<file path="src/hw/rearm_pkg.sv">
// package: register map, field layout and timing constants for the excitation re-arm block
package rearm_pkg;
    // clock and lockout time base
    localparam int CLK_PERIOD_NS = 50;
    localparam int MS_NS = 1000000;
    localparam int MS_CYCLES = MS_NS / CLK_PERIOD_NS;

    // register indices; byte address is four times the index
    localparam logic [9:0] IDX_LOCKOUT = 10'h198;
    localparam logic [9:0] IDX_LEVEL_SEL = 10'h199;
    localparam logic [9:0] IDX_FAULT_EN = 10'h19A;
    localparam logic [9:0] IDX_DRIVE_EN = 10'h19B;
    localparam logic [9:0] IDX_STOP_EN = 10'h19C;
    localparam logic [9:0] IDX_STATUS = 10'h1A0;
    localparam int ADDR_W = 12;

    // field values and reset values
    localparam logic [1:0] LVL_EDGE = 2'h1;
    localparam logic [1:0] LVL_LEVEL = 2'h2;
    localparam logic [1:0] LEVEL_SEL_RST = 2'h1;
    localparam logic FAULT_EN_RST = 1'h0;
    localparam logic DRIVE_EN_RST = 1'h0;
    localparam logic STOP_EN_RST = 1'h1;
    localparam logic [6:0] LOCKOUT_RST = 7'h00;
    localparam logic [6:0] LOCKOUT_MAX_MS = 7'h64;

    // status register bit positions
    localparam int ST_BIT_EXCITED = 0;
    localparam int ST_BIT_MONITOR = 1;
    localparam int ST_BIT_BOTH_ON = 2;
    localparam int ST_BIT_LOCKOUT = 3;

    // synchronised input vector positions
    localparam int IN_N = 6;
    localparam int IN_CH_A = 0;
    localparam int IN_CH_B = 1;
    localparam int IN_CLEAR = 2;
    localparam int IN_FAULT = 3;
    localparam int IN_DRIVE = 4;
    localparam int IN_STOP = 5;

    // bus responses
    localparam logic [1:0] RESP_OKAY = 2'h0;
    localparam logic [1:0] RESP_SLVERR = 2'h2;

    typedef enum logic [1:0] {
        ST_CUTOFF = 2'b00,
        ST_WAIT = 2'b01,
        ST_EXCITED = 2'b10
    } rearm_state_t;

    typedef enum logic [2:0] {
        SEL_NONE = 3'b000,
        SEL_LOCKOUT = 3'b001,
        SEL_LEVEL = 3'b010,
        SEL_FAULT = 3'b011,
        SEL_DRIVE = 3'b100,
        SEL_STOP = 3'b101,
        SEL_STATUS = 3'b110
    } reg_sel_t;
endpackage

</file>
<file path="src/hw/excitation_rearm_select.sv">
// excitation re-arm selection after power removal, with its AXI4-Lite register slave
`timescale 1ns/1ps
module excitation_rearm_select import rearm_pkg::*; #(
    parameter int MS_CYCLES_P = MS_CYCLES
) (
    input wire logic aclk, // system clock, 20 MHz
    input wire logic aresetn, // synchronous reset, active low
    input wire logic [ADDR_W-1:0] s_axi_awaddr, // write address
    input wire logic s_axi_awvalid, // write address valid
    output logic s_axi_awready, // write address ready
    input wire logic [31:0] s_axi_wdata, // write data
    input wire logic [3:0] s_axi_wstrb, // write byte enables
    input wire logic s_axi_wvalid, // write data valid
    output logic s_axi_wready, // write data ready
    output logic [1:0] s_axi_bresp, // write response
    output logic s_axi_bvalid, // write response valid
    input wire logic s_axi_bready, // write response ready
    input wire logic [ADDR_W-1:0] s_axi_araddr, // read address
    input wire logic s_axi_arvalid, // read address valid
    output logic s_axi_arready, // read address ready
    output logic [31:0] s_axi_rdata, // read data
    output logic [1:0] s_axi_rresp, // read response
    output logic s_axi_rvalid, // read data valid
    input wire logic s_axi_rready, // read data ready
    input wire logic power_removal_channel_a, // channel a, high = ON
    input wire logic power_removal_channel_b, // channel b, high = ON
    input wire logic cutoff_clear_input, // cutoff clear, high = ON
    input wire logic fault_reset_input, // fault reset, high = ON
    input wire logic drive_on_input, // drive on, high = ON
    input wire logic stop_input, // stop, high = ON
    output logic excitation_enable, // motor may be excited
    output logic safety_monitor_output // both channels OFF
);
    localparam int SUB_W = $clog2(MS_CYCLES_P + 1);

    // register index decode, shared by read and write paths
    function automatic reg_sel_t decode(input logic [ADDR_W-1:0] addr);
        logic [9:0] idx;
        idx = addr[ADDR_W-1:2];
        unique case (idx)
            IDX_LOCKOUT: decode = SEL_LOCKOUT;
            IDX_LEVEL_SEL: decode = SEL_LEVEL;
            IDX_FAULT_EN: decode = SEL_FAULT;
            IDX_DRIVE_EN: decode = SEL_DRIVE;
            IDX_STOP_EN: decode = SEL_STOP;
            IDX_STATUS: decode = SEL_STATUS;
            default: decode = SEL_NONE;
        endcase
    endfunction

    logic [IN_N-1:0] lvl;
    logic [IN_N-1:0] rise;
    logic awready_r, wready_r, bvalid_r, arready_r, rvalid_r;
    logic [1:0] bresp_r, rresp_r;
    logic [31:0] rdata_r;
    logic [ADDR_W-1:0] awaddr_r;
    logic [31:0] wdata_r;
    logic wstrb0_r;
    logic [1:0] level_sel_r;
    logic fault_en_r, drive_en_r, stop_en_r;
    logic [6:0] lockout_ms_r;
    logic [SUB_W-1:0] sub_r;
    logic [6:0] ms_cnt_r;
    rearm_state_t st_r;
    logic excite_r, monitor_r;
    logic both_on, lockout_done, clear_req, other_req, rearm_req;
    logic write_go;
    reg_sel_t wsel;

    // all control pins cross into aclk before anything looks at them
    input_sync #(.N(IN_N)) u_sync (
        .aclk(aclk),
        .aresetn(aresetn),
        .pin_in({stop_input, drive_on_input, fault_reset_input, cutoff_clear_input,
                 power_removal_channel_b, power_removal_channel_a}),
        .level_out(lvl),
        .rise_out(rise)
    );

    // request qualification
    assign both_on = lvl[IN_CH_A] & lvl[IN_CH_B];
    assign lockout_done = (ms_cnt_r >= lockout_ms_r);
    assign clear_req = lockout_done & ((level_sel_r == LVL_LEVEL) ? lvl[IN_CLEAR] : rise[IN_CLEAR]);
    assign other_req = (fault_en_r & rise[IN_FAULT])
        | (drive_en_r & rise[IN_DRIVE])
        | (stop_en_r & rise[IN_STOP]);
    assign rearm_req = clear_req | other_req;

    // cutoff / wait / excited sequencing; loss of either channel always wins
    always_ff @(posedge aclk) begin
        if (!aresetn) begin
            st_r <= ST_CUTOFF;
        end else if (!both_on) begin
            st_r <= ST_CUTOFF;
        end else begin
            unique case (st_r)
                ST_CUTOFF: st_r <= ST_WAIT;
                ST_WAIT: if (rearm_req) begin
                    st_r <= ST_EXCITED;
                end
                ST_EXCITED: st_r <= ST_EXCITED;
                default: st_r <= ST_CUTOFF;
            endcase
        end
    end

    // lockout timer runs only while waiting for a re-arm; saturates at the limit
    always_ff @(posedge aclk) begin
        if (!aresetn || st_r != ST_WAIT) begin
            sub_r <= '0;
            ms_cnt_r <= 7'h00;
        end else if (!lockout_done) begin
            if (sub_r == SUB_W'(MS_CYCLES_P - 1)) begin
                sub_r <= '0;
                ms_cnt_r <= ms_cnt_r + 7'h01;
            end else begin
                sub_r <= sub_r + SUB_W'(1);
            end
        end
    end

    // outputs straight from flops
    always_ff @(posedge aclk) begin
        if (!aresetn) begin
            excite_r <= 1'b0;
            monitor_r <= 1'b0;
        end else begin
            excite_r <= (st_r == ST_EXCITED) & both_on;
            monitor_r <= ~lvl[IN_CH_A] & ~lvl[IN_CH_B];
        end
    end
    assign excitation_enable = excite_r;
    assign safety_monitor_output = monitor_r;

    // write address and data taken in either order, response once both held
    assign write_go = !awready_r && !wready_r && !bvalid_r;
    assign wsel = decode(awaddr_r);
    always_ff @(posedge aclk) begin
        if (!aresetn) begin
            awready_r <= 1'b1;
            wready_r <= 1'b1;
            bvalid_r <= 1'b0;
            bresp_r <= RESP_OKAY;
            awaddr_r <= '0;
            wdata_r <= 32'h0000_0000;
            wstrb0_r <= 1'b0;
        end else begin
            if (s_axi_awvalid && awready_r) begin
                awready_r <= 1'b0;
                awaddr_r <= s_axi_awaddr;
            end
            if (s_axi_wvalid && wready_r) begin
                wready_r <= 1'b0;
                wdata_r <= s_axi_wdata;
                wstrb0_r <= s_axi_wstrb[0];
            end
            if (write_go) begin
                bvalid_r <= 1'b1;
                bresp_r <= (wsel == SEL_NONE) ? RESP_SLVERR : RESP_OKAY;
            end
            if (bvalid_r && s_axi_bready) begin
                bvalid_r <= 1'b0;
                awready_r <= 1'b1;
                wready_r <= 1'b1;
            end
        end
    end

    // configuration registers; all fields live in byte lane 0
    always_ff @(posedge aclk) begin
        if (!aresetn) begin
            level_sel_r <= LEVEL_SEL_RST;
            fault_en_r <= FAULT_EN_RST;
            drive_en_r <= DRIVE_EN_RST;
            stop_en_r <= STOP_EN_RST;
            lockout_ms_r <= LOCKOUT_RST;
        end else if (write_go && wstrb0_r) begin
            unique case (wsel)
                SEL_LEVEL: if (wdata_r[31:0] == 32'(LVL_EDGE) || wdata_r[31:0] == 32'(LVL_LEVEL)) begin
                    level_sel_r <= wdata_r[1:0];
                end
                SEL_FAULT: fault_en_r <= wdata_r[0];
                SEL_DRIVE: drive_en_r <= wdata_r[0];
                SEL_STOP: stop_en_r <= wdata_r[0];
                SEL_LOCKOUT: lockout_ms_r <= (wdata_r > 32'(LOCKOUT_MAX_MS)) ? LOCKOUT_MAX_MS
                    : wdata_r[6:0];
                SEL_NONE, SEL_STATUS: lockout_ms_r <= lockout_ms_r;
            endcase
        end
    end

    // read channel: data one cycle after the address is taken
    always_ff @(posedge aclk) begin
        if (!aresetn) begin
            arready_r <= 1'b1;
            rvalid_r <= 1'b0;
            rdata_r <= 32'h0000_0000;
            rresp_r <= RESP_OKAY;
        end else if (s_axi_arvalid && arready_r) begin
            arready_r <= 1'b0;
            rvalid_r <= 1'b1;
            rresp_r <= RESP_OKAY;
            unique case (decode(s_axi_araddr))
                SEL_LOCKOUT: rdata_r <= {25'h0000000, lockout_ms_r};
                SEL_LEVEL: rdata_r <= {30'h00000000, level_sel_r};
                SEL_FAULT: rdata_r <= {31'h00000000, fault_en_r};
                SEL_DRIVE: rdata_r <= {31'h00000000, drive_en_r};
                SEL_STOP: rdata_r <= {31'h00000000, stop_en_r};
                SEL_STATUS: begin
                    rdata_r <= 32'h0000_0000;
                    rdata_r[ST_BIT_EXCITED] <= excite_r;
                    rdata_r[ST_BIT_MONITOR] <= monitor_r;
                    rdata_r[ST_BIT_BOTH_ON] <= both_on;
                    rdata_r[ST_BIT_LOCKOUT] <= (st_r == ST_WAIT) && !lockout_done;
                end
                SEL_NONE: begin
                    rdata_r <= 32'h0000_0000;
                    rresp_r <= RESP_SLVERR;
                end
            endcase
        end else if (rvalid_r && s_axi_rready) begin
            rvalid_r <= 1'b0;
            arready_r <= 1'b1;
        end
    end

    assign s_axi_awready = awready_r;
    assign s_axi_wready = wready_r;
    assign s_axi_bvalid = bvalid_r;
    assign s_axi_bresp = bresp_r;
    assign s_axi_arready = arready_r;
    assign s_axi_rvalid = rvalid_r;
    assign s_axi_rdata = rdata_r;
    assign s_axi_rresp = rresp_r;
endmodule // excitation_rearm_select

</file>
<file path="src/hw/input_sync.sv">
// two-flop synchroniser bank with ON-edge detection per input
`timescale 1ns/1ps
module input_sync import rearm_pkg::*; #(
    parameter int N = IN_N
) (
    input wire logic aclk, // system clock
    input wire logic aresetn, // synchronous reset, active low
    input wire logic [N-1:0] pin_in, // raw asynchronous inputs
    output logic [N-1:0] level_out, // synchronised level
    output logic [N-1:0] rise_out // one-cycle ON-edge pulse
);
    logic [N-1:0] meta_r;
    logic [N-1:0] sync_r;
    logic [N-1:0] prev_r;

    // first stage feeds only the second stage
    genvar i;
    generate
        for (i = 0; i < N; i++) begin : g_bit
            always_ff @(posedge aclk) begin
                if (!aresetn) begin
                    meta_r[i] <= 1'b0;
                    sync_r[i] <= 1'b0;
                    prev_r[i] <= 1'b0;
                end else begin
                    meta_r[i] <= pin_in[i];
                    sync_r[i] <= meta_r[i];
                    prev_r[i] <= sync_r[i];
                end
            end
        end
    endgenerate

    assign level_out = sync_r;
    assign rise_out = sync_r & ~prev_r;
endmodule // input_sync

</file>
<file path="config.mk">
export PLATFORM = sky130hd
export DESIGN_NAME = excitation_rearm_select
export DESIGN_NICKNAME = d
export VERILOG_FILES = /design/src/hw/rearm_pkg.sv /design/src/hw/excitation_rearm_select.sv /design/src/hw/input_sync.sv
export SDC_FILE = /design/constraint.sdc
export NUM_CORES = 1
export LEC_CHECK = 0
export ABC_CLOCK_PERIOD_IN_PS = 2400
export BUFFER_PORTS_ARGS = -buffer_cell sky130_fd_sc_hd__buf_2
export CAP_MARGIN = 10
export CORE_ASPECT_RATIO = 1.2
export CORE_MARGIN = 10
export CORE_UTILIZATION = 44
export CTS_CLUSTER_DIAMETER = 150
export DETAILED_ROUTE_END_ITERATION = 8
export PLACE_DENSITY_LB_ADDON = 0.1
export SLEW_MARGIN = 10
export SYNTH_ARGS = -nofsm -noshare
export SYNTH_HDL_FRONTEND = slang
export SYNTH_HIERARCHICAL = 1
export SYNTH_SLANG_ARGS = --single-unit
export TNS_END_PERCENT = 20
</file>
<file path="constraint.sdc">
create_clock -name aclk -period 2.4 [get_ports aclk]
set_input_delay 0.12 -clock aclk [delete_from_list [all_inputs] [get_ports aclk]]
set_output_delay 0.12 -clock aclk [all_outputs]
set_load 0.01 [all_outputs]
</file>
Yosys cells after proc, flatten, opt, wreduce, memory -nomap -nowiden
Cells that the tools add are included.
{ "totals": {"reg_bits": 142, "wordCells": 134} }
{ "classes": {"addsub": 2, "n_lt_le_gt_ge": 2, "n_eq_ne": 31, "mux": 16, "bitwise_logic": 16, "n_reduce_logical": 28} }
{ "ops": {"columns": ["op", "count"], "rows": [
  ["$pmux 32 s7", 1],
  ["$eq 10x9->1 const B", 12],
  ["$pmux 3 s6", 2],
  ["$eq 32x1->1 const B", 1],
  ["$eq 32x2->1 const B", 1],
  ["$gt 32x7->1 const B", 1],
  ["$add 15x1->15 const B", 1],
  ["$eq 15x15->1 const B", 1],
  ["$eq 3x3->1 const B", 5],
  ["$mux 15", 1],
  ["$eq 3x2->1 const B", 4],
  ["$reduce_and 2->1", 6],
  ["$logic_and 1x1->1", 9],
  ["$add 7x1->7 const B", 1],
  ["$and 1x1->1", 7],
  ["$ge 7x7->1", 1],
  ["$mux 7", 1],
  ["$and 6x6->6", 1],
  ["$eq 3x1->1 const B", 2],
  ["$logic_not 3->1", 2],
  ["$mux 2", 3],
  ["$mux 3", 2],
  ["$not 6->6", 1],
  ["$pmux 2 s3", 1],
  ["other kinds (13)", 28]
]} }

Depth between registers and ports, before layout
Gate-level depths: netlist of run 1.
{ "depth": {"word_depth": 8, "ltp_mapped": 8, "mapped_depth_nobuf": 7} }

Modules after synthesis
The synthesis of run 1 kept the hierarchy.
{ "modules_own_cells": {"columns": ["mod", "instances", "cells_each", "area_each_um2"], "rows": [
  ["excitation_rearm_select", 1, 562, 4594.4],
  ["input_sync", 1, 43, 539.3]
]} }

Least setup slack after synthesis of run 1
No wires, ideal clock.
{ "synth_path": {"kind": "register to register", "startpoint": "register ms_cnt_r[0]", "endpoint": "register ms_cnt_r[5]", "setup_ps": 71, "arrival_time_ps": 2137, "t_required_ps": 2329, "slack_ps": 192, "path_stages_with_launch": 9, "path_buffers": 1, "path_cell_list": "dfxtp_1 > inv_1 > ha_1 > nand2b_1 > a2111oi_4 > o2111ai_1 > clkbuf_1 > or3_1 > a21oi_1"} }
{ "synth_via": {"elab_chain_cells": 3} }
{ "synth_rtl": {"columns": ["element", "line", "source"], "rows": [
  ["start: declaration", "excitation_rearm_select.sv:63", "logic [6:0] ms_cnt_r;"],
  ["start signal: assignment", "excitation_rearm_select.sv:115", "ms_cnt_r <= ms_cnt_r + 7'h01;"],
  ["$ge 7x7->1", "excitation_rearm_select.sv:82", "assign lockout_done = (ms_cnt_r >= lockout_ms_r);"],
  ["$not 1->1 (no source line)", null, null],
  ["$reduce_and 2->1 (no source line)", null, null]
]} }
Parallel ways exist; a longest one is shown, timed or not.
A chain may end at the register's enable or synchronous reset.

Worst setup path after layout of run 1
{ "layout_path": {"startpoint": "register ms_cnt_r[0]", "endpoint": "register sub_r[14]"} }
{ "layout_via": {"elab_chain_cells": 1} }
{ "layout_rtl": {"columns": ["element", "line", "source"], "rows": [
  ["$ge 7x7->1", "excitation_rearm_select.sv:82", null],
  ["end signal: assignment", "excitation_rearm_select.sv:117", "sub_r <= sub_r + SUB_W'(1);"],
  ["end: declaration", "excitation_rearm_select.sv:62", "logic [SUB_W-1:0] sub_r;"]
]} }
No other way between the ends.

==> results of run 1 <==
[timing repair]
item | 4_1_cts | 5_1_grt
gates resized for setup | 0 | 3
hold endpoints to repair | 23 | 0
hold buffers | 23 | 0
endpoints found under the setup margin | 0 | 1
[per-stage QoR]
| step | instances | setup slack, ns |
|---|---|---|
| 3_5_place_dp | 828 | 0.0617 |
| 2_1_floorplan | 625 | 0.192 |
| 4_1_cts | 867 | 0.0507 |
| 6_report | 867 | 0.161 |
| 3_3_place_gp | 828 | 0.100 |
| 5_1_grt | 867 | 0.0128 |
[where the power goes]
part | total (uW) | internal, uW | switching (uW) | leakage (uW)
clock network | 1530 | 822 | 706 | 0.000151
registers | 1950 | 1910 | 43.3 | 0.000906
logic | 351 | 154 | 197 | 0.00138
total | 3830 | 2880 | 947 | 0.00244
[registers in the layout (all words and copies together) (netlist names), 2 cells and up]
name,count
awaddr_r,10
u_sync/meta_r,6
u_sync/prev_r,4
ms_cnt_r,7
st_r,2
u_sync/level_out,6
level_sel_r,2
wdata_r,32
lockout_ms_r,7
sub_r,15
s_axi_rdata,7
[layout by cell type, fill, tap and decap left out, types with 6 or more instances in the layout]
cell type	instances
nor2_1	31
dfxtp_1	111
mux2i_1	8
nand2_1	109
a21oi_1	69
and2_2	12
dlygate4sd3_1	23
and3_1	9
xor2_1	10
conb_1	27
o21ai_0	22
or3_1	12
buf_2	81
nor4_1	10
nand3_1	20
o2111ai_1	10
clkbuf_16	9
buf_4	20
nor3_1	11
nor2b_1	6
inv_1	17
ha_1	12
and2_1	8
[critical path, delay by kind of cell (launching register included)]
| family | cells | cell delay [ns] |
|---|---|---|
| fa+ha+maj | 1 | 0.26 |
| simple gates | 2 | 0.69 |
| flops | 1 | 0.33 |
| compound gates | 3 | 0.64 |
| buf+inv | 2 | 0.25 |
[cell type report]
cell class / count / area, sq um / area share
Multi-Input combinational cell: 444 / 2560 / 0.418
Sequential cell: 111 / 2220 / 0.362
Timing Repair Buffer: 125 / 797 / 0.130
Clock buffer: 9 / 225 / 0.0367
Tap cell: 154 / 193 / 0.0314
Clock inverter: 7 / 75.1 / 0.0122
Inverter: 17 / 63.8 / 0.0104
[worst paths after layout]
kind / end / slack [ns] / cells after the start
setup reg to reg: sub_r[14]$_SDFFE_PP0N_ / 0.16 / 8
setup / recovery: sub_r[14]$_SDFFE_PP0N_ / 0.16 / 8
hold reg to reg: u_sync/level_out[1]$_SDFF_PN0_ / 0.44 / 1
hold / removal: awaddr_r[2]$_SDFFE_PN0P_ / 0.008 / 3
[metal layers]
metal	part of all wire	vias up	GRT usage
li1	-	2251	-
met1	0.41	2064	0.161
met2	0.52	87	0.277
met3	0.052	12	0.0410
met4	0.018	0	0.0591
met5	0	-	0
==> out/qor.yml, run 1 <==
routing:
  num_vias: 4414
  routed_wl_um: 12200
  wl_per_cell_um: 14.1
  drt-initial-drc-count: 231
  postRouteAntennaNets: 0
  drc: 0
  post_drt_via_cell_ratio: 5.09
  drtPass1Iterations: 4
status:
  status: "complete, no violations"
final_layout:
  syn_to_final_growth_pct: 21.2
  final_util: 0.551
  antenna_cells: 0
  final_area_sq_um: 6140
  num-fill-cells: 1041
  fin_nets: 793
  drive_gt1_frac: 0.198
placement:
  port_buffers: 81
  placed_area_sq_um: 5600
  place_congestion: 0.858
  hpwlAfterDp_um: 9190
sta:
  finClkSkew_ns: 0.00590
  fin_crit_ns: 2.24
  setup-violations-final: 0
  fin_crit_sh: 0.933
  hold_violations: 0
  fin_tns_setup_ns: 0
  max_clock_freq_ghz: 0.447
  worstMarginPinSlew_ns: 0.794
  rsz0062_at_grt: "false"
  timing.final.max_slew_violations: 0
  holdWs_ns: 0.00843
  relSlewSlack: 0.470
global_routing:
  grt_use_total: 0.150
  grt_antenna_before_repair: 0
  overflow: 0
  grt_start_max_net_pins: 34
  grt_pass1_wl_um: 20400
  grt_pass1_vias: 4383
logic_synthesis:
  yosys_warnings: 6
  syn-cell-area_sq_um: 5070
  synthCells: 599
  avgSynthCellArea_sq_um: 8.46
die:
  die_y_um: 138
  die-area_sq_um: 16200
  start_util: 0.455
  core_sq_um: 11100
  num_io_pins: 116
  die_x_um: 118
  num_rows: 42
critical_path:
  cp.required_ns: 2.68
  crit_type: "reg -> reg"
  slowest_stage: "or4_1"
  crit_fanout: 10
  start_kind: "flop"
  end_kind: "flop"
  path_cells: "inv_1 > ha_1 > nand2b_1 > a2111oi_4 > buf_6 > o211ai_1 > or4_1 > o21ai_0"
  arrival_ns: 2.52
  r2r_start: "ms_cnt_r[0]$_SDFFE_PP0P_"
  crit_start: "ms_cnt_r[0]$_SDFFE_PP0P_"
  cp_slowest_stage_delay_ns: 0.51
clock_network:
  post-cts-setup-buffer-count: 0
  cts_buffers: 9
  clockRootBuffer: "clkbuf_16"
  cts_tree: "yes"
  htreeDepth: 3
  clk_latency_ns: 0.35
  clock_sinks: 111
  cts_buffer_depth: 2
  clk_pin_slew_ns: 0.07
worst_hold_path:
  worstHoldPathType: "in -> reg"
  min_from: "s_axi_awaddr[2]"
power_and_ir_drop:
  vdd_drop_max_mv: 0.382
  leakage_uw: 0.00244
  power_uw: 3830
  cellPowerDensity_nw_per_um2: 624
job:
  drv_cap: 0
No activity file was read; power rests on OpenSTA's default activity.
==> run 2: changes to the inputs <==
- ABC_CLOCK_PERIOD_IN_PS: 2400 -> 2200
- clock period: 2.4 -> 2.2 ns (I/O delays scaled with it)
==> run 2 against run 1 <==
Compared with the run above: register-to-register slack got worse by 0.06 ns; highest routed layer unchanged; final cell count rose by 3.2%; global-route usage rose by 0.64 points; core utilization rose by 2.4 points; flip-flop and latch count did not move.
==> out/qor.yml, run 2 (synthesis results as in run 1) <==
status:
  status: "complete, no violations"
critical_path:
  cp.required_ns: 2.48  # -0.20 ns
  slowest_stage: "or4_1"
  end_kind: "flop"
  start_kind: "flop"
  reg2reg_slack_ns: 0.10  # -0.06 ns
  cp_slowest_stage_delay_ns: 0.39  # -0.12 ns
  crit_fanout: 4  # -6
  arrival_ns: 2.38  # -0.14 ns
  critPathTopFamily: "compound AO/OA/AOI/OAI gates"
  path_cells: "inv_2 > ha_1 > nand2b_4 > a2111oi_4 > o211ai_1 > buf_4 > or4_1 > o21ai_0"
  cp.buffers_inverters: 2  # unchanged
  rr_worst_depth: 8  # unchanged
  reg2reg_to: "sub_r[14]$_SDFFE_PP0N_"
  crit_type: "reg -> reg"
  r2r_start: "ms_cnt_r[0]$_SDFFE_PP0P_"
clock_network:
  htreeDepth: 3  # unchanged
  clockRootBuffer: "clkbuf_16"
  cts_buffer_depth: 2  # unchanged
  clock_sinks: 111  # unchanged
  cts_tree: "yes"
  cts_buffers: 9  # unchanged
  clk_latency_ns: 0.35  # about the same
  clk_pin_slew_ns: 0.08  # about the same
final_layout:
  final_area_sq_um: 6410  # +4.4%
  top_regs: "wdata_r: 32 flops, sub_r: 15 flops, awaddr_r: 10 flops"
  largest-register: "wdata_r"
  layout_commonest_cell: "dfxtp_1"
  drive_gt1_frac: 0.216  # +0.0182
  antenna_cells: 0  # unchanged
  syn_to_final_growth_pct: 26.5
  fin_nets: 821  # +3.5%
  final_cell_mix: "dfxtp_1, nand2_1, buf_2, a21oi_1, dlygate4sd3_1"
  largest_reg_flops: 32  # unchanged
  final_util: 0.575  # +0.0240
placement:
  hpwlAfterDp_um: 9430  # +2.7%
  placed_area_sq_um: 5650  # +0.94%
  dp_slack_ns: 0.0130  # -0.0487 ns
  place_congestion: 0.849  # -0.98%
  port_buffers: 81  # unchanged
sta:
  max_clock_freq_ghz: 0.477  # +6.8%
  hold_violations: 0  # unchanged
  setup-violations-final: 0  # unchanged
  fin_tns_setup_ns: 0  # unchanged
  finClkSkew_ns: 0.0112  # +0.00531 ns
  timing.final.max_slew_violations: 0  # unchanged
  fin_crit_sh: 0.953  # +0.0201
  fin_crit_ns: 2.10  # -0.142 ns
  fin_ws_ns: 0.103  # -0.0577 ns
  rsz0062_at_grt: "false"
die:
  die_y_um: 138  # unchanged
  core_sq_um: 11100  # unchanged
  num_rows: 42  # unchanged
  num_io_pins: 116  # unchanged
  die-area_sq_um: 16200  # unchanged
  die_x_um: 118  # unchanged
  start_util: 0.455  # unchanged
global_routing:
  grt_pass1_wl_um: 21300  # +4.3%
  grt_use_total: 0.157  # +0.00635
  grt_pass1_vias: 4498  # +2.6%
  grt_start_max_net_pins: 34  # unchanged
  grt_antenna_before_repair: 0  # unchanged
  overflow: 0  # unchanged
worst_hold_path:
  hold_depth: 3  # unchanged
  holdPathEnd: "wdata_r[19]$_SDFFE_PN0P_"
  min_from: "s_axi_wdata[19]"
  worstHoldPathType: "in -> reg"
routing:
  routed_wl_um: 12700  # +3.5%
  drt-initial-drc-count: 191  # -17%
  drc: 0  # unchanged
  drtPass1Iterations: 4  # unchanged
  post_drt_via_cell_ratio: 5.01  # -1.6%
  wl_per_cell_um: 14.1  # +0.23%
  num_vias: 4484  # +1.6%
  postRouteAntennaNets: 0  # unchanged
power_and_ir_drop:
  leakage_uw: 0.00256  # +5.0%
  vdd_drop_max_mv: 0.417  # +9.3%
  cellPowerDensity_nw_per_um2: 639  # +2.5%
job:
  drv_cap: 0  # unchanged
run 2: cell count changes in the layout (fill, tap and decap cells not counted), moves of 2 or more:
cell           previous run  this run
a21oi_1                  69        67
a21oi_2                   1         3
buf_4                    20        31
dlygate4sd3_1            23        40
inv_6                     4         2
run 2: what timing repair did:
item,4_1_cts,5_1_grt
setup buffers,0,4
endpoints found under the hold margin,38,2
hold buffers,38,2
gates resized for setup,0,12
pin swaps,1,6
endpoints found under the setup margin,1,19
run 2: cell type report:
type | count | area [sq um]
clock buffer | 9 | 225
clock inverter | 7 | 55.1
fill | 1060 | 4730
inverter | 17 | 63.8
multi-input combinational | 444 | 2600
sequential | 111 | 2220
tap | 154 | 193
timing repair buffer | 153 | 1050
run 2: worst max-delay path by stage:
stage / startpoint / endpoint / slack (ns) / cells after the start
after floorplan: ms_cnt_r[0]$_SDFFE_PP0P_ / ms_cnt_r[5]$_SDFFE_PP0P_ / 0.02 / 8
after global placement: ms_cnt_r[0]$_SDFFE_PP0P_ / sub_r[14]$_SDFFE_PP0N_ / 0.05 / 7
after detailed placement: ms_cnt_r[0]$_SDFFE_PP0P_ / ms_cnt_r[6]$_SDFFE_PP0P_ / 0.01 / 8
after CTS: ms_cnt_r[0]$_SDFFE_PP0P_ / ms_cnt_r[5]$_SDFFE_PP0P_ / 0.001 / 8
after global routing: lockout_ms_r[5]$_SDFFE_PN0P_ / sub_r[6]$_SDFFE_PP0N_ / 0.009 / 9
final: ms_cnt_r[0]$_SDFFE_PP0P_ / sub_r[14]$_SDFFE_PP0N_ / 0.10 / 8
run 2: report_power, final:
| group | switching [uW] | total (uW) | internal [uW] |
|---|---|---|---|
| combinational | 217 | 409 | 192 |
| sequential | 45.8 | 2130 | 2080 |
| clock | 776 | 1560 | 784 |
run 2: metrics by stage:
step           power (uW)  std cells  hold slack, ns
2_1_floorplan        2420        625           0.210
3_3_place_gp         2520        835           0.320
3_5_place_dp         2530        835           0.324
4_1_cts              4130        889       0.0000702
5_1_grt              4280        895         0.00722
6_report             4100        895         0.00727
run 2: worst min-delay path: stages:
cell     delay, ns
buf_2         0.10
nand2_1       0.05
a21oi_1       0.05
run 2: routing by layer:
| metal | up-vias | part of all wire | track usage |
|---|---|---|---|
| li1 | 2312 | - | - |
| met1 | 2062 | 0.42 | 0.175 |
| met2 | 97 | 0.52 | 0.283 |
| met3 | 13 | 0.046 | 0.0401 |
| met4 | 0 | 0.015 | 0.0571 |
| met5 | - | 0 | 0 |
